**config.mk**
```make
export PLATFORM = sky130hd
export DESIGN_NAME = rdc_sequencer
export DESIGN_NICKNAME = d
export VERILOG_FILES = /design/src/rtl/rdc_pkg.sv /design/src/rtl/rdc_sequencer.sv
export SDC_FILE = /design/constraint.sdc
export NUM_CORES = 1
export LEC_CHECK = 0
export ABC_CLOCK_PERIOD_IN_PS = 4350
export BUFFER_PORTS_ARGS = -buffer_cell sky130_fd_sc_hd__buf_2
export CORE_UTILIZATION = 30
export DETAILED_ROUTE_END_ITERATION = 7
export PLACE_DENSITY = 0.5
export SYNTH_ARGS = -nofsm -noshare
export SYNTH_HDL_FRONTEND = slang
export SYNTH_SLANG_ARGS = --single-unit
export TNS_END_PERCENT = 10
```
**constraint.sdc**
```tcl
create_clock -name ref_clk_i -period 4.35 [get_ports ref_clk_i]
set_input_delay 0.2175 -clock ref_clk_i [delete_from_list [all_inputs] [get_ports ref_clk_i]]
set_output_delay 0.2175 -clock ref_clk_i [all_outputs]
set_load 0.05 [all_outputs]
```
**src/rtl/rdc_pkg.sv**
```systemverilog
// Constants and types for the rod drive command sequencer
//
// What this block does
// - Build two redundant operator messages, compare them, transmit only when identical
// - Message carries selected unit address plus action; only that unit answers
// - Rebuild, compare and send channel A message once every millisecond while a rod is selected
// - Motion needs an unbroken message train; stopped messages stop valves
// - Message or echo mismatch blocks motion; recovers when the cause clears
// - Operator mode lasts 0.0002 s, serving the selected rod and status
// - Scan mode lasts 0.045 s, polling non-selected rods one at a time
// - Self test, about 20 to 100 s, exercises one unit at a time
// - Any discrepancy or failure inhibits motion and raises activity disagree
// - Inhibit holds until the discrepancy or failure is corrected
// - Selection latched until another rod chosen or explicit deselect
// - During a movement cycle no reselection or deselection is accepted
// - Momentary insert gives timed insert then timed settle, one notch
// - Holding insert gives continuous insertion
// - Continuous insert holds insert; release drops it at once, no settle
// - Withdraw: insert, then withdraw and settle; withdraw drops before settle
// - A failed cycle timer prevents any further rod motion
// - Withdraw plus continuous withdraw: brief insert, continuous withdraw, settle
// - External rod blocks inhibit both movement and selection
// - Monitor inputs split in halves across two rod-block logic circuits
// - Minimizer withdraw block on one circuit; insert blocks stop insertion
package rdc_pkg;

  // Clock and mode durations
  localparam int unsigned     CLK_NS       = 100;
  localparam int unsigned     MS_NS        = 1_000_000;
  localparam logic [31:0]     MS_CYC_DEF   = 32'(MS_NS / CLK_NS);
  localparam int unsigned     OPER_NS      = 200_000;
  localparam logic [31:0]     OPER_CYC     = 32'(OPER_NS / CLK_NS);
  localparam int unsigned     SCAN_US      = 45_000;
  localparam logic [31:0]     SCAN_CYC_DEF = 32'(SCAN_US * 1000 / CLK_NS);
  localparam longint unsigned TEST_NS      = 64'd20_000_000_000;
  localparam logic [31:0]     TEST_CYC_DEF = 32'(TEST_NS / 64'(CLK_NS));

  // Valve phase lengths in milliseconds
  localparam logic [7:0] INS_MS    = 8'h04;
  localparam logic [7:0] SETTLE_MS = 8'h06;
  localparam logic [7:0] WD_INS_MS = 8'h01;
  localparam logic [7:0] WD_MS     = 8'h03;
  localparam logic [7:0] WDOG_MS   = 8'h14;

  localparam logic [7:0] ROD_N = 8'h64;
  localparam int         MON_N = 7;

  // Debounced input vector layout
  localparam int IN_INS   = 0;
  localparam int IN_WD    = 1;
  localparam int IN_CINS  = 2;
  localparam int IN_CWD   = 3;
  localparam int IN_MONA  = 4;
  localparam int IN_MONB  = IN_MONA + MON_N;
  localparam int IN_WMWD  = IN_MONB + MON_N;
  localparam int IN_WMINS = IN_WMWD + 1;
  localparam int IN_SQWD  = IN_WMWD + 2;
  localparam int IN_SQINS = IN_WMWD + 3;
  localparam int NIN      = IN_WMWD + 4;

  // Action field of a message
  localparam logic [2:0] ACT_NONE = 3'h0;
  localparam logic [2:0] ACT_INS  = 3'h1;
  localparam logic [2:0] ACT_WD   = 3'h2;
  localparam logic [2:0] ACT_SET  = 3'h4;
  localparam logic [2:0] ACT_TEST = ACT_SET;

  // Register map and fields
  localparam logic [7:0] REG_CTRL   = 8'h00;
  localparam logic [7:0] REG_STATUS = 8'h04;
  localparam logic [7:0] REG_SCAN   = 8'h08;
  localparam int CTL_CLR_BIT  = 0;
  localparam int CTL_INJ_BIT  = 1;
  localparam int CTL_HOLD_BIT = 2;
  localparam int ST_SEL_BIT   = 8;
  localparam int ST_ACT_LSB   = 9;
  localparam int ST_DIS_BIT   = 12;
  localparam int ST_TF_BIT    = 13;
  localparam int ST_WDB_BIT   = 14;
  localparam int ST_INB_BIT   = 15;
  localparam int ST_MODE_LSB  = 16;
  localparam int ST_TDUE_BIT  = 19;
  localparam int SC_STAT_LSB  = 8;

  typedef enum logic [8:0] {
    V_IDLE     = 9'h001,
    V_INS_RUN  = 9'h002,
    V_INS_SET  = 9'h004,
    V_CONT_INS = 9'h008,
    V_WD_INS   = 9'h010,
    V_WD_MOVE  = 9'h020,
    V_WD_SET   = 9'h040,
    V_CONT_WD  = 9'h080,
    V_WAIT_REL = 9'h100
  } rdc_vst_t;

  typedef enum logic [2:0] {
    M_OPER = 3'h1,
    M_SCAN = 3'h2,
    M_TEST = 3'h4
  } rdc_mode_t;

  typedef struct packed {
    logic [NIN-1:0] smp;
    logic [NIN-1:0] deb_smp;
    logic [NIN-1:0] deb;
    logic [31:0]    ms_cnt;
    logic           ms_tick;
    logic           sel_valid;
    logic [7:0]     sel_rod;
    rdc_vst_t       vst;
    logic [7:0]     vtim;
    logic [7:0]     wdog;
    rdc_mode_t      mode;
    logic [31:0]    tim;
    logic           wait_echo;
    logic           chk_ops;
    logic [7:0]     sent_addr;
    logic [2:0]     sent_act;
    logic [31:0]    scan_cnt;
    logic [7:0]     scan_addr;
    logic [7:0]     last_scan;
    logic [7:0]     scan_stat;
    logic [31:0]    test_cnt;
    logic           test_due;
    logic [7:0]     test_addr;
    logic           disagree;
    logic           timer_fail;
    logic           inject;
    logic           hold;
    logic           msg_strobe;
    logic [7:0]     msg_addr;
    logic [2:0]     msg_act;
    logic           alarm;
    logic           inhibit;
    logic [31:0]    prdata;
    logic           pslverr;
    logic           pready;
  } rdc_state_t;

  localparam rdc_state_t RST_STATE = '{vst: V_IDLE, mode: M_SCAN, default: '0};

endpackage

```
**src/rtl/rdc_sequencer.sv**
```systemverilog
// Rod drive command sequencer: valve sequencing, redundant messaging, APB registers
//
// The placing of the registers and register access over APB were decided locally.
`timescale 1ns/1ns
`default_nettype none
module rdc_sequencer #(
  parameter logic [31:0] MS_CYC   = rdc_pkg::MS_CYC_DEF,
  parameter logic [31:0] SCAN_CYC = rdc_pkg::SCAN_CYC_DEF,
  parameter logic [31:0] TEST_CYC = rdc_pkg::TEST_CYC_DEF
) (
  input  wire logic                      ref_clk_i,
  input  wire logic                      rst_n_i,
  input  wire logic                      psel_i,
  input  wire logic                      penable_i,
  input  wire logic                      pwrite_i,
  input  wire logic [7:0]                paddr_i,
  input  wire logic [31:0]               pwdata_i,
  output logic      [31:0]               prdata_o,
  output logic                           pready_o,
  output logic                           pslverr_o,
  input  wire logic                      pb_insert_i,
  input  wire logic                      pb_withdraw_i,
  input  wire logic                      pb_cont_insert_i,
  input  wire logic                      pb_cont_withdraw_i,
  input  wire logic                      sel_req_i,
  input  wire logic [7:0]                sel_rod_i,
  input  wire logic                      deselect_i,
  input  wire logic [rdc_pkg::MON_N-1:0] mon_a_blk_i,
  input  wire logic [rdc_pkg::MON_N-1:0] mon_b_blk_i,
  input  wire logic                      wm_withdraw_blk_i,
  input  wire logic                      wm_insert_blk_i,
  input  wire logic                      seq_withdraw_blk_i,
  input  wire logic                      seq_insert_blk_i,
  input  wire logic                      echo_valid_i,
  input  wire logic [7:0]                echo_addr_i,
  input  wire logic [2:0]                echo_ops_i,
  input  wire logic [7:0]                echo_status_i,
  output logic                           msg_strobe_o,
  output logic      [7:0]                msg_addr_o,
  output logic      [2:0]                msg_act_o,
  output logic                           activity_disagree_o,
  output logic                           rod_inhibit_o,
  output logic                           sel_valid_o,
  output logic      [7:0]                sel_rod_o
);
  import rdc_pkg::*;

  rdc_state_t     r_reg;
  rdc_state_t     r_next;
  logic [NIN-1:0] raw;
  logic [2:0]     act_a;
  logic [2:0]     act_b;
  logic           blk_a;
  logic           blk_b;
  logic           wd_blk;
  logic           ins_blk;
  logic           any_blk;
  logic           moving;
  logic           inh;
  logic           b_ins;
  logic           b_wd;
  logic           b_cins;
  logic           b_cwd;

  function automatic logic [2:0] act_of(input rdc_vst_t s);
    case (s)
      V_INS_RUN, V_CONT_INS, V_WD_INS: act_of = ACT_INS;
      V_INS_SET, V_WD_SET:             act_of = ACT_SET;
      V_WD_MOVE, V_CONT_WD:            act_of = ACT_WD | ACT_SET;
      default:                         act_of = ACT_NONE;
    endcase
  endfunction

  function automatic logic [7:0] nxt_rod(input logic [7:0] a);
    nxt_rod = (a == ROD_N - 8'h01) ? 8'h00 : a + 8'h01;
  endfunction

  assign raw = {seq_insert_blk_i, seq_withdraw_blk_i, wm_insert_blk_i, wm_withdraw_blk_i,
                mon_b_blk_i, mon_a_blk_i, pb_cont_withdraw_i, pb_cont_insert_i,
                pb_withdraw_i, pb_insert_i};

  assign b_ins   = r_reg.deb[IN_INS];
  assign b_wd    = r_reg.deb[IN_WD];
  assign b_cins  = r_reg.deb[IN_CINS];
  assign b_cwd   = r_reg.deb[IN_CWD];
  // Two rod-block circuits; minimizer withdraw block feeds only circuit A
  assign blk_a   = (|r_reg.deb[IN_MONA +: MON_N]) | r_reg.deb[IN_WMWD];
  assign blk_b   = |r_reg.deb[IN_MONB +: MON_N];
  assign wd_blk  = blk_a | blk_b | r_reg.deb[IN_SQWD];
  assign ins_blk = r_reg.deb[IN_WMINS] | r_reg.deb[IN_SQINS];
  assign any_blk = wd_blk | ins_blk;
  assign moving  = (r_reg.vst != V_IDLE) && (r_reg.vst != V_WAIT_REL);
  assign inh     = r_reg.disagree | r_reg.timer_fail;
  // Channel B decodes on its own; inject bit lets software prove the compare
  assign act_a   = act_of(r_reg.vst);
  assign act_b   = act_of(r_reg.vst) ^ {2'h0, r_reg.inject};

  always_comb begin
    logic       set_dis;
    logic       ok_echo;
    logic       clr_tf;
    logic       timed;
    logic       snd;
    logic [7:0] snd_addr;
    logic [2:0] snd_act;
    logic       snd_chk;
    set_dis  = 1'h0;
    ok_echo  = 1'h0;
    clr_tf   = 1'h0;
    timed    = 1'h0;
    snd      = 1'h0;
    snd_addr = 8'h00;
    snd_act  = ACT_NONE;
    snd_chk  = 1'h0;
    r_next   = r_reg;
    r_next.ms_tick    = 1'h0;
    r_next.msg_strobe = 1'h0;

    // Millisecond enable
    if (r_reg.ms_cnt == MS_CYC - 32'h1) begin
      r_next.ms_cnt  = 32'h0;
      r_next.ms_tick = 1'h1;
    end else begin
      r_next.ms_cnt = r_reg.ms_cnt + 32'h1;
    end

    // Level must hold over two ms samples; costs up to 2 ms of latency
    r_next.smp = raw;
    if (r_reg.ms_tick) begin
      r_next.deb_smp = r_reg.smp;
      for (int i = 0; i < NIN; i++) begin
        if (r_reg.smp[i] == r_reg.deb_smp[i]) begin
          r_next.deb[i] = r_reg.smp[i];
        end
      end
    end

    // Rod selection
    if (!moving && !any_blk) begin
      if (sel_req_i) begin
        r_next.sel_valid = 1'h1;
        r_next.sel_rod   = sel_rod_i;
      end else if (deselect_i) begin
        r_next.sel_valid = 1'h0;
      end
    end

    // Valve sequence
    case (r_reg.vst)
      V_IDLE: begin
        if (r_reg.sel_valid && !inh) begin
          if (b_cins && !ins_blk) begin
            r_next.vst = V_CONT_INS;
          end else if (b_ins && !ins_blk) begin
            r_next.vst = V_INS_RUN;
          end else if (b_wd && !wd_blk) begin
            r_next.vst = V_WD_INS;
          end
        end
      end
      V_INS_RUN: begin
        if (ins_blk) begin
          r_next.vst = V_WAIT_REL;
        end else if (!b_ins && r_reg.vtim >= INS_MS) begin
          r_next.vst = V_INS_SET;
        end
      end
      V_INS_SET: begin
        if (r_reg.vtim >= SETTLE_MS) begin
          r_next.vst = V_IDLE;
        end
      end
      V_CONT_INS: begin
        if (ins_blk) begin
          r_next.vst = V_WAIT_REL;
        end else if (!b_cins) begin
          r_next.vst = V_IDLE;
        end
      end
      V_WD_INS: begin
        if (r_reg.vtim >= WD_INS_MS) begin
          r_next.vst = (b_wd && b_cwd && !wd_blk) ? V_CONT_WD : V_WD_MOVE;
        end
      end
      V_WD_MOVE: begin
        if (r_reg.vtim >= WD_MS) begin
          r_next.vst = V_WD_SET;
        end
      end
      V_CONT_WD: begin
        if (!(b_wd && b_cwd) || wd_blk) begin
          r_next.vst = V_WD_SET;
        end
      end
      V_WD_SET: begin
        if (r_reg.vtim >= SETTLE_MS) begin
          r_next.vst = V_WAIT_REL;
        end
      end
      V_WAIT_REL: begin
        if (!(b_ins || b_wd || b_cins || b_cwd)) begin
          r_next.vst = V_IDLE;
        end
      end
      default: r_next.vst = V_WAIT_REL;
    endcase
    // Abort to wait-release so a held button cannot restart on recovery
    if (inh && moving) begin
      r_next.vst = V_WAIT_REL;
    end

    // Phase timer, with an independent watchdog over timed phases
    timed = (r_reg.vst == V_INS_SET) || (r_reg.vst == V_WD_INS) ||
            (r_reg.vst == V_WD_MOVE) || (r_reg.vst == V_WD_SET) ||
            ((r_reg.vst == V_INS_RUN) && !b_ins);
    if (r_next.vst != r_reg.vst || !timed) begin
      r_next.vtim = (r_next.vst != r_reg.vst) ? 8'h00 : r_reg.vtim;
      r_next.wdog = 8'h00;
    end else if (r_reg.ms_tick) begin
      if (!r_reg.hold && r_reg.vtim != 8'hFF) begin
        r_next.vtim = r_reg.vtim + 8'h01;
      end
      if (r_reg.wdog != 8'hFF) begin
        r_next.wdog = r_reg.wdog + 8'h01;
      end
    end

    // Echo check against the last message sent
    if (r_reg.wait_echo) begin
      if (echo_valid_i) begin
        r_next.wait_echo = 1'h0;
        if (echo_addr_i == r_reg.sent_addr &&
            (!r_reg.chk_ops || echo_ops_i == r_reg.sent_act)) begin
          ok_echo = 1'h1;
        end else begin
          set_dis = 1'h1;
        end
        if (r_reg.mode == M_SCAN) begin
          r_next.last_scan = r_reg.sent_addr;
          r_next.scan_stat = echo_status_i;
        end
        if (r_reg.mode == M_TEST && ok_echo) begin
          r_next.test_due  = 1'h0;
          r_next.test_addr = nxt_rod(r_reg.test_addr);
        end
      end else if (r_reg.tim == OPER_CYC - 32'h1) begin
        r_next.wait_echo = 1'h0;
        set_dis          = 1'h1;
      end
    end

    // Mode sequence: operator window each ms, then scan or self test
    r_next.tim = r_reg.tim + 32'h1;
    if (r_reg.ms_tick) begin
      r_next.mode = M_OPER;
      r_next.tim  = 32'h0;
      if (r_reg.sel_valid) begin
        if ({r_reg.sel_rod, act_a} == {r_reg.sel_rod, act_b}) begin
          snd      = 1'h1;
          snd_addr = r_reg.sel_rod;
          snd_act  = act_a;
          snd_chk  = 1'h1;
        end else begin
          set_dis = 1'h1;
        end
      end
    end else if (r_reg.mode == M_OPER && r_reg.tim == OPER_CYC - 32'h1) begin
      r_next.tim = 32'h0;
      snd        = 1'h1;
      if (r_reg.test_due) begin
        r_next.mode = M_TEST;
        snd_addr    = r_reg.test_addr;
        snd_act     = ACT_TEST;
        snd_chk     = 1'h1;
      end else begin
        r_next.mode = M_SCAN;
        snd_addr    = r_reg.scan_addr;
      end
    end
    if (snd) begin
      r_next.msg_strobe = 1'h1;
      r_next.msg_addr   = snd_addr;
      r_next.msg_act    = snd_act;
      r_next.sent_addr  = snd_addr;
      r_next.sent_act   = snd_act;
      r_next.chk_ops    = snd_chk;
      r_next.wait_echo  = 1'h1;
    end

    // Scan pointer skips the selected rod; self test becomes due periodically
    if (r_reg.scan_cnt == SCAN_CYC - 32'h1) begin
      r_next.scan_cnt  = 32'h0;
      r_next.scan_addr = nxt_rod(r_reg.scan_addr);
      if (r_reg.sel_valid && r_next.scan_addr == r_reg.sel_rod) begin
        r_next.scan_addr = nxt_rod(r_next.scan_addr);
      end
    end else begin
      r_next.scan_cnt = r_reg.scan_cnt + 32'h1;
    end
    if (r_reg.test_cnt == TEST_CYC - 32'h1) begin
      r_next.test_cnt = 32'h0;
      r_next.test_due = 1'h1;
    end else begin
      r_next.test_cnt = r_reg.test_cnt + 32'h1;
    end

    // APB: data prepared in setup so access completes with no wait
    r_next.pready = 1'h1;
    if (psel_i && !penable_i) begin
      r_next.pslverr = 1'h0;
      r_next.prdata  = 32'h0000_0000;
      if (paddr_i == REG_CTRL) begin
        r_next.prdata[CTL_INJ_BIT]  = r_reg.inject;
        r_next.prdata[CTL_HOLD_BIT] = r_reg.hold;
      end else if (paddr_i == REG_STATUS) begin
        r_next.prdata[7:0]                 = r_reg.sel_rod;
        r_next.prdata[ST_SEL_BIT]          = r_reg.sel_valid;
        r_next.prdata[ST_ACT_LSB +: 3]     = act_a;
        r_next.prdata[ST_DIS_BIT]          = r_reg.disagree;
        r_next.prdata[ST_TF_BIT]           = r_reg.timer_fail;
        r_next.prdata[ST_WDB_BIT]          = wd_blk;
        r_next.prdata[ST_INB_BIT]          = ins_blk;
        r_next.prdata[ST_MODE_LSB +: 3]    = r_reg.mode;
        r_next.prdata[ST_TDUE_BIT]         = r_reg.test_due;
      end else if (paddr_i == REG_SCAN) begin
        r_next.prdata[7:0]              = r_reg.last_scan;
        r_next.prdata[SC_STAT_LSB +: 8] = r_reg.scan_stat;
      end else begin
        r_next.pslverr = 1'h1;
      end
    end
    if (psel_i && penable_i && r_reg.pready && pwrite_i && paddr_i == REG_CTRL) begin
      r_next.inject = pwdata_i[CTL_INJ_BIT];
      r_next.hold   = pwdata_i[CTL_HOLD_BIT];
      clr_tf        = pwdata_i[CTL_CLR_BIT];
    end

    // Faults: a good echo clears disagree, but a new fault wins
    // Clear only while channels agree, else a good scan echo masks a standing mismatch
    if (ok_echo && act_a == act_b) begin
      r_next.disagree = 1'h0;
    end
    if (set_dis) begin
      r_next.disagree = 1'h1;
    end
    if (clr_tf) begin
      r_next.timer_fail = 1'h0;
    end
    if (timed && r_reg.wdog > WDOG_MS) begin
      r_next.timer_fail = 1'h1;
    end
    r_next.alarm   = r_next.disagree | r_next.timer_fail;
    r_next.inhibit = r_next.disagree | r_next.timer_fail;
  end

  always_ff @(posedge ref_clk_i or negedge rst_n_i) begin
    if (!rst_n_i) begin
      r_reg <= RST_STATE;
    end else begin
      r_reg <= r_next;
    end
  end

  assign prdata_o            = r_reg.prdata;
  assign pready_o            = r_reg.pready;
  assign pslverr_o           = r_reg.pslverr;
  assign msg_strobe_o        = r_reg.msg_strobe;
  assign msg_addr_o          = r_reg.msg_addr;
  assign msg_act_o           = r_reg.msg_act;
  assign activity_disagree_o = r_reg.alarm;
  assign rod_inhibit_o       = r_reg.inhibit;
  assign sel_valid_o         = r_reg.sel_valid;
  assign sel_rod_o           = r_reg.sel_rod;
endmodule
`default_nettype wire

```
==> results.ini, run 1 <==
[sta]
hold_viol_final = 0
worst_slew_margin_rel_pct = 18.90
timing.final.crit_share_pct = 79.72
finalCriticalPeriod_ns = 3.468
setup_failing_eps_final = 0
rsz0062_at_grt = no
timing_worst_slew_pin_value_ns = 1.207
number_of_max_slew_violations_in_the_final_report = 0
timing.fmax_mhz = 288.4
totalNegativeSetupSlack_ns = 0
finalClockSkew_ns = 0.01444

[synth]
synth_flop_cell = dfrtp_1
yosysUniqueCellTypes = 76
synth.top_cell.area_share_pct = 50.24
ys_async_sr_fraction_pct = 100.0
synth_largest_area_cell = dfrtp_1
count_of_flip_flops_with_a_built_in_enable_after_synthesis = 0
yosys_warnings = 0
seq_area_frac_synth_pct = 50.59
synth_area_leaders = dfrtp_1 50%, xnor2_1 5.3%, nor2_1 4.2%, xor2_1 4.2%, mux2_2 3.7%
postSynthCellCount = 1507
post_synth_instance_area_sq_um = 15140
average_size_of_a_mapped_cell_sq_um = 10.05
synth-seq-cells = 306

[power_and_ir_drop]
design_power_total_mw = 6.183
power.density_nw_per_um2 = 350.0
leak_nw = 7.854
vdd.ir_drop.worst_uv = 204.2

[cells_and_area]
final_layout_size_suffix_gt1_share_pct = 15.80
insertedDiodeCount = 0
total_of_fill_cells_in_the_finished_design = 4959
largest_register_ffs = 258
final_core_utilization_pct = 35.79
num-nets-final = 1726
syn2layout_area_growth_pct = 16.68

[worst_setup_path]
critical_setup_path_class = flop to flop
timing.critical_path.from = r_reg[220]
critPathCaptureType = flop
timing.reg2reg.setup_slack_ns = 0.88
reg2reg_to = r_reg[210]
worst-endpoint-arrival_ns = 3.90
critical_path_peak_fanout = 14
ff2ff_path_depth = 8
worst_r2r_startpoint = r_reg[220]
start_kind = flop
timing.critical_path.to = r_reg[210]
worst-endpoint-required_ns = 4.78

[route]
wl_per_cell_microns = 15.07
num_vias = 11000
total_wirelength_mm = 34.71
firstDrtPassIters = 5
dr.first_iter.drc_count = 827
drc = 0
post_drt_via_cell_ratio = 4.777
postRouteAntennaNets = 0

[floorplanning]
row_count = 81
floorplan.io_pins = 154
core_area_sq_um = 49360
horizontal_die_dimension_microns = 226.7
floorplan.initialDensity_pct = 30.68
die-area_sq_um = 51370
die_height_microns = 226.7

[clock_network]
cts_buffers = 36
clock_root_buffer = clkbuf_16
clock_tree.htree_level_count = 2
cts_setup_buffers = 0
cts_tree = done
cts.reportedPaths.clkPinSlew_ns = 0.06
cts_max_path_buffers = 3
clk_latency_ns = 0.54
tritoncts_sinks = 306

[run_status]
status = complete, no violations

[global_route]
global_route_wire_length_before_repair_mm = 56.90
initial_antenna_violation_count = 1
grt_overflow = 0
globalRouteTotalUtil_pct = 13.72
via_count_of_the_first_global_routing_pass = 10920
grt_start_max_net_pins = 106

[place]
post_detail_place_hpwl_mm = 23.56
place.port_buffers = 112
place_congestion = 0.8732

[min_path]
hp-class = input port to flop

[flow_run]
max_cap_violations = 0

cells by family (layout without fill, tap and decap cells):
logic type / count (synthesis) / count (layout) / share of synthesized area [%]
other: 2 / 13 / 0.04960
flip-flops: 306 / 306 / 50.59
AND/OR/NAND/NOR: 647 / 647 / 21.92
XOR/XNOR: 164 / 164 / 9.586
AO/OA/AOI/OAI: 180 / 180 / 7.396
adder cells (fa/ha/maj): 13 / 13 / 1.074
buffers and inverters: 131 / 252 / 4.735
multiplexers: 64 / 64 / 4.644
worst max-delay path, cell delays in order, from the launching register on:
cell and delay [ns]:
dfrtp_1 0.56, or4_4 0.64, nor3_1 0.28, nor4_1 0.13, nor4bb_1 0.95, nor3b_2 0.43
nand3_1 0.13, xor2_1 0.19, nor2_2 0.05
cell type report:
type | instances | area [sq um] | area share [%]
Sequential cell | 306 | 7661 | 43.36
Clock inverter | 9 | 131.4 | 0.7436
Inverter | 29 | 108.9 | 0.6161
Clock buffer | 52 | 1042 | 5.899
Timing Repair Buffer | 162 | 1076 | 6.091
Tap cell | 664 | 830.8 | 4.703
Multi-Input combinational cell | 1081 | 6817 | 38.58
layout by cell type, fill, tap and decap left out, types with 9 or more instances in the layout:
cell and count:
dfrtp_1 303, nor2_1 170, nand2_1 140, buf_2 111
xnor2_1 91, xor2_1 72, nand3_1 70, a21oi_1 68
mux2_2 50, nand4_1 44, o21ai_0 44, dlygate4sd3_1 42
clkbuf_16 37, nor3_1 35, nand2b_1 32, inv_1 29
nor4_1 29, and3_1 24, nor2b_1 16, mux2i_1 14
and4_1 13, ha_1 13, conb_1 13, and2_1 10
a221o_1 10, clkbuf_1 9
cells in the mapped netlist (4+ instances only):
cell type,n
dfrtp_1,304
nor2_1,170
nand2_1,140
xnor2_1,91
xor2_1,72
nand3_1,70
a21oi_1,68
buf_4,52
mux2_2,50
nand4_1,44
o21ai_0,44
nor3_1,36
clkbuf_1,34
nand2b_1,32
nor4_1,30
inv_1,29
and3_1,24
nor2b_1,16
mux2i_1,14
and4_1,13
ha_1,13
a221o_1,10
and2_1,10
a32oi_1,8
o21ai_1,8
or2_2,8
or3_1,8
buf_1,7
nor2_2,7
buf_2,6
a21o_1,4
a22oi_1,4
nor3b_1,4
o22ai_1,4
through the flow:
step                setup WS (ns)  instance area [sq um]  hold WS, ns  std cells
detailed placement         0.9461                  16070       0.3275       2200
global placement           0.9437                  16070       0.3260       2200
CTS                        0.9214                  17670     0.008116       2303
finish                     0.8823                  17670      0.04441       2303
floorplan                   1.550                  15180     -0.07809       1518
global route               0.5453                  17670      0.03979       2303
layer usage:
layer / wire length (microns) / vias up / share of wire [%] / track usage (%)
met3: 1570 / 76 / 4.5 / 2.307
met5: 17 / - / 0.049 / 0
met1: 16430 / 5300 / 47 / 18.84
li1: - / 5388 / - / -
met4: 1122 / 2 / 3.2 / 5.754
met2: 15570 / 235 / 45 / 21.29
how the worst min path moves through the flow:
stage                   start    endpoint  slack, ns  cells after the start
6_report         echo_valid_i  r_reg[161]       0.04                      3
5_1_grt          echo_valid_i  r_reg[161]       0.04                      3
4_1_cts          echo_valid_i  r_reg[161]      0.008                      3
3_5_place_dp   mon_a_blk_i[0]  r_reg[312]       0.33                      1
2_1_floorplan         rst_n_i      b_cins      -0.08                      0
3_3_place_gp   mon_a_blk_i[0]  r_reg[312]       0.33                      1
report_power, final:
| group | switching (mW) | internal, mW | total, mW |
|---|---|---|---|
| registers | 0.0370 | 2.87 | 2.90 |
| clock network | 1.20 | 1.84 | 3.04 |
| logic | 0.159 | 0.0830 | 0.242 |
repair_timing:
item                                    CTS  global route
endpoints found under the setup margin    0             0
hold buffers                             42             0
hold endpoints to repair                142             0
resized for setup                         0             0
No activity file was read; power rests on OpenSTA's default activity.
==> run 2, diff against run 1 <==
- ABC_AREA: default -> 1
- ABC_CLOCK_PERIOD_IN_PS: 4350 -> 3200
- clock period: 4.35 -> 3.2 ns (I/O delays scaled with it)
==> results.ini, run 2 <==
[clock_network]
cts_tree = done
cts.reportedPaths.clkPinSlew_ns = 0.06
clock_tree.htree_level_count = 2
cts_buffers = 39
cts_setup_buffers = 0
tritoncts_sinks = 306
clk_latency_ns = 0.56
clock_root_buffer = clkbuf_16
cts_max_path_buffers = 3

[sta]
totalNegativeSetupSlack_ns = 0
timing_worst_slew_pin_value_ns = 0.8456
timing.final.crit_share_pct = 87.36
setup_failing_eps_final = 0
finalClockSkew_ns = 0.02165
worst_slew_margin_rel_pct = 43.16
finalCriticalPeriod_ns = 2.796
hold_viol_final = 0
timing.fmax_mhz = 357.7
number_of_max_slew_violations_in_the_final_report = 0
rsz0062_at_grt = no

[synth]
yosys_warnings = 0
post_synth_instance_area_sq_um = 16470
postSynthCellCount = 2071
synth_flop_cell = dfrtp_1
synth.cells.most_frequent = 396 x nand2_1, 304 x dfrtp_1, 304 x inv_1, 255 x nor2_1, 134 x nand3_1
yosysUniqueCellTypes = 60
synth_largest_area_cell = dfrtp_1
count_of_flip_flops_with_a_built_in_enable_after_synthesis = 0
synth_area_leaders = dfrtp_1 46%, nand2_1 9.0%, inv_1 6.9%, nor2_1 5.8%, xor2_1 4.6%
yosysMostFrequentCell = nand2_1
ys_async_sr_fraction_pct = 100.0
average_size_of_a_mapped_cell_sq_um = 7.952
synth-seq-cells = 306
synth.top_cell.area_share_pct = 46.19
seq_area_frac_synth_pct = 46.51

[route]
num_vias = 13870
post_drt_via_cell_ratio = 4.702
dr.first_iter.drc_count = 783
firstDrtPassIters = 5
wl_per_cell_microns = 14.52
total_wirelength_mm = 42.83
drc = 0
postRouteAntennaNets = 0

[min_path]
whs_path_depth = 3
hp-class = input port to flop

[global_route]
globalRouteTotalUtil_pct = 15.63
global_route_wire_length_before_repair_mm = 71.21
grt_start_max_net_pins = 89
initial_antenna_violation_count = 1
via_count_of_the_first_global_routing_pass = 13750
grt_overflow = 0

[worst_setup_path]
reg2reg_to = msg_addr_o[7]
timing.critical_path.from = r_reg[162]
critical_path_peak_fanout = 11
worst-endpoint-required_ns = 3.63
timing.reg2reg.setup_slack_ns = 0.40
critPathCaptureType = flop
worst_r2r_startpoint = r_reg[162]
start_kind = flop
critical_setup_path_class = flop to flop
timing.critical_path.to = msg_addr_o[7]
ff2ff_path_depth = 13
worst-endpoint-arrival_ns = 3.22

[cells_and_area]
num-nets-final = 2338
final_common_cell = nand2_1
insertedDiodeCount = 0
syn2layout_area_growth_pct = 17.63
mostFrequentLayoutCells = 396 x nand2_1, 304 x inv_1, 303 x dfrtp_1
largest_register_ffs = 258
final_cells = 2949
final_layout_size_suffix_gt1_share_pct = 11.90

[floorplanning]
row_count = 85
horizontal_die_dimension_microns = 236.3
die_height_microns = 236.3
floorplan.io_pins = 154
floorplan.initialDensity_pct = 30.48
core_area_sq_um = 54030
die-area_sq_um = 55840

[place]
place_congestion = 0.9057
post_detail_place_hpwl_mm = 31.60
place.port_buffers = 112
dp_cells = 2835

[flow_run]
max_cap_violations = 0

[power_and_ir_drop]
power.density_nw_per_um2 = 447.5
p_sw_mw = 1.948
p_clk_share_pct = 50.6
vdd.ir_drop.worst_uv = 284.1
leak_nw = 9.239
combPwrFrac_pct = 4.1
cellInternalPower_mw = 6.722
p_sw_share_pct = 22.47
seq_power_share_pct = 45.3

[run_status]
status = complete, no violations

run 2: timing repair:
item	in CTS	in global routing
endpoints found under the hold margin	126	0
hold buffers	48	0
gates resized for setup	0	0
run 2: metrics by stage:
step	area (sq um)	hold slack (ns)	setup slack [ns]	power, mW	utilization [%]
after floorplan	16510	-0.1356	1.184	4.162	-
after global placement	17620	0.2295	0.4598	4.314	32.62
after detailed placement	17620	0.2277	0.3594	4.315	32.62
after CTS	19370	0.02663	0.3463	8.857	35.86
after global routing	19370	0.05898	0.02281	9.027	35.86
final	19370	0.04991	0.4045	8.670	35.86
run 2: cell type report:
type / instances / area [sq um]
inverters: 314 / 1179
multi-input cells: 1387 / 7179
well taps: 696 / 870.8
flip-flops and latches: 306 / 7661
repair buffers: 180 / 1214
clock inverters: 8 / 120.1
clock buffers: 58 / 1150
fillers: 5691 / 34650
run 2: worst min-delay path by stage:
stage                          start     endpoint  slack [ns]
after floorplan              rst_n_i       b_cins       -0.14
after global placement       rst_n_i  prdata_o[5]        0.23
after detailed placement     rst_n_i  prdata_o[5]        0.23
after CTS                 paddr_i[2]    pslverr_o        0.03
after global routing      paddr_i[2]    pslverr_o        0.06
final                     paddr_i[2]    pslverr_o        0.05
run 2: layer usage:
metal | vias to the layer above | wire length, microns | track usage (%)
met4 | 2 | 1138 | 5.018
met1 | 6546 | 20660 | 21.52
li1 | 6963 | - | -
met5 | - | 13 | 0
met3 | 64 | 1979 | 2.961
met2 | 291 | 19030 | 24.61
run 2: logic make-up after synthesis:
| kind of cell | share of synthesized area, % |
|---|---|
| AOI/OAI and AO/OA | 7.233 |
| xor gates and xnor gates | 5.584 |
| adders and majority gates | 0.9876 |
| buffers and inverters | 10.15 |
| DFF | 46.51 |
| muxes | 0.2735 |
| other | 0.04560 |
| and+or+nand+nor | 29.22 |
run 2: power groups by stage:
| stage | clock network [mW] | logic, mW | registers (mW) |
|---|---|---|---|
| 2_1_floorplan | 0 | 0.165 | 4.00 |
| 3_3_place_gp | 0 | 0.315 | 4.00 |
| 3_5_place_dp | 0 | 0.317 | 4.00 |
| 4_1_cts | 4.56 | 0.363 | 3.93 |
| 5_1_grt | 4.70 | 0.394 | 3.93 |
| 6_report | 4.39 | 0.354 | 3.93 |
run 2: worst max-delay path: stages, from the launching register on:
cell and delay [ns]:
dfrtp_1 0.37, ha_1 0.18, nand2_1 0.08, nor2_1 0.25
nand4_1 0.14, nor4_1 0.29, and3_1 0.24, nand2_1 0.09
inv_1 0.15, nand2_1 0.15, nand2_1 0.34, inv_1 0.23
nand2_1 0.10, nand4_1 0.08
==> run 3, diff against run 2 <==
- CORE_UTILIZATION: 30 -> 50
- PLACE_DENSITY: 0.5 -> 0.73
==> results.ini, run 3 (synthesis gave the netlist of run 2 again) <==
[route]
firstDrtPassIters = 8
num_vias = 14020
dr.first_iter.drc_count = 992
total_wirelength_mm = 38.70
wl_per_cell_microns = 14.42
postRouteAntennaNets = 0
drc = 1
post_drt_via_cell_ratio = 5.224

[sta]
timing.fmax_mhz = 353.0
hold_ws_ns = 0.03571
hold_viol_final = 0
finalClockSkew_ns = 0.01435
timing.final.crit_share_pct = 88.53
totalNegativeSetupSlack_ns = 0
rsz0062_at_grt = no
setup_failing_eps_final = 0
timing_worst_slew_pin_value_ns = 0.7478
finalCriticalPeriod_ns = 2.833
worst_slew_margin_rel_pct = 50.15
number_of_max_slew_violations_in_the_final_report = 0

[worst_setup_path]
critPathCaptureType = flop
critical_setup_path_class = flop to flop
worst_r2r_startpoint = r_reg[162]
critical-path-top-delay-family = simple AND/OR/NAND/NOR gates
worst-path-buf-inv = 2
reg2reg_to = msg_addr_o[3]
ff2ff_path_depth = 13
slowest_stage_delay_on_critical_path_ns = 0.36
critical_path_peak_fanout = 11
critical-path-slowest-cell = dfrtp_1
worst-endpoint-arrival_ns = 3.23
timing.reg2reg.setup_slack_ns = 0.37
cpMostUsedCell = nand2_1
worst-endpoint-required_ns = 3.60
start_kind = flop
path_cells = ha_1 > nand2_1 > nor2_1 > nand4_1 > nor4_1 > and3_1 > nand2_1 > inv_1 > nand2_1 > nand2_1 > inv_1 > nand2_1 > nand4_1

[global_route]
initial_antenna_violation_count = 0
grt_overflow = 0
via_count_of_the_first_global_routing_pass = 13630
global_route_wire_length_before_repair_mm = 65.79
grt_start_max_net_pins = 91
globalRouteTotalUtil_pct = 23.77

[floorplanning]
row_count = 66
horizontal_die_dimension_microns = 183.5
floorplan.initialDensity_pct = 50.75
core_area_sq_um = 32450
die_height_microns = 183.5
floorplan.io_pins = 154
die-area_sq_um = 33670

[min_path]
hold_end = sel_valid_o
whs_path_depth = 3
hp-class = input port to flop
hold_start = sel_req_i

[clock_network]
clock_root_buffer = clkbuf_16
tritoncts_sinks = 306
cts.reportedPaths.clkPinSlew_ns = 0.06
cts_buffers = 35
clk_latency_ns = 0.52
cts_tree = done
clock_tree.htree_level_count = 2
cts_max_path_buffers = 3
post_cts_resize_count = 0

[cells_and_area]
total_of_fill_cells_in_the_finished_design = 2837
final_layout_size_suffix_gt1_share_pct = 11.65
final_common_cell = nand2_1
insertedDiodeCount = 0
largest_register_ffs = 258
syn2layout_area_growth_pct = 14.97
final_core_utilization_pct = 58.35
mostFrequentLayoutCells = 396 x nand2_1, 304 x inv_1, 303 x dfrtp_1
final_cell_area_sq_um = 18940
final_cells = 2683
num-nets-final = 2326

[run_status]
violated_checks = design-rule violations
status = finished with violations

[place]
dp_cells = 2576
place_congestion = 0.9337
placedInstanceArea_sq_um = 17290
post_detail_place_hpwl_mm = 27.87
place.port_buffers = 112

[power_and_ir_drop]
leak_nw = 9.182
vdd.ir_drop.worst_uv = 461.6
power.density_nw_per_um2 = 443.6

[flow_run]
max_cap_violations = 0

## run 3: cell types whose count changed in the layout (fill, tap and decap cells not counted)
cell,change
clkbuf_1,-2
buf_4,-7
clkbuf_16,-4
dlygate4sd3_1,-3
clkbuf_8,-1
clkinv_4,+1
clkinv_2,+1
bufinv_16,+1
buf_12,+2
## run 3: worst max-delay path by stage
stage	from	end	slack [ns]	cells past startpoint
after floorplan	sel_valid_o	r_reg[197]	1.18	10
after global placement	r_reg[162]	msg_addr_o[3]	0.47	13
after detailed placement	r_reg[162]	msg_addr_o[3]	0.36	13
after CTS	r_reg[162]	msg_addr_o[3]	0.33	13
after global routing	r_reg[162]	msg_addr_o[2]	0.02	13
final	r_reg[162]	msg_addr_o[3]	0.37	13
## run 3: timing repair
action / CTS / global route
buffers inserted: 0 / 0
endpoints found under the hold margin: 126 / 0
hold buffers: 45 / 0
## run 3: area by class of cell
cell class                      instances  area, sq um  share of cell area (%)
Multi-Input combinational cell       1387         7179                   37.91
Sequential cell                       306         7661                   40.46
Clock inverter                         11        163.9                  0.8656
Clock buffer                           51         1028                   5.431
Inverter                              314         1179                   6.224
Tap cell                              442        553.0                   2.921
Timing Repair Buffer                  172         1171                   6.185
## run 3: power by group
part	internal [mW]	switching, mW
clock network	2.55	1.56
logic	0.112	0.243
registers	3.90	0.0288
total	6.57	1.83
## run 3: worst reg2reg max path: cells and delay by family, from the launching register on
kind	cells	cell delay, ns
adder cells (fa/ha/maj)	1	0.17
AND/OR/NAND/NOR	10	1.79
buffers and inverters	2	0.41
flip-flops	1	0.36
## run 3: per-layer routing
layer	routed length [microns]	track usage [%]	part of all wire [%]	vias to the layer above
met2	17860	38.56	46	415
met4	1042	7.733	2.7	0
met3	1943	3.209	5.0	81
li1	-	-	-	6931
met1	17850	32.92	46	6590
met5	0	0	0	-
## run 3: metrics by stage
stage	total power [mW]	setup slack [ns]
CTS	8.505	0.3314
global route	8.692	0.02360
floorplan	4.162	1.184
finish	8.400	0.3671
detailed placement	4.312	0.3610
global placement	4.308	0.4704
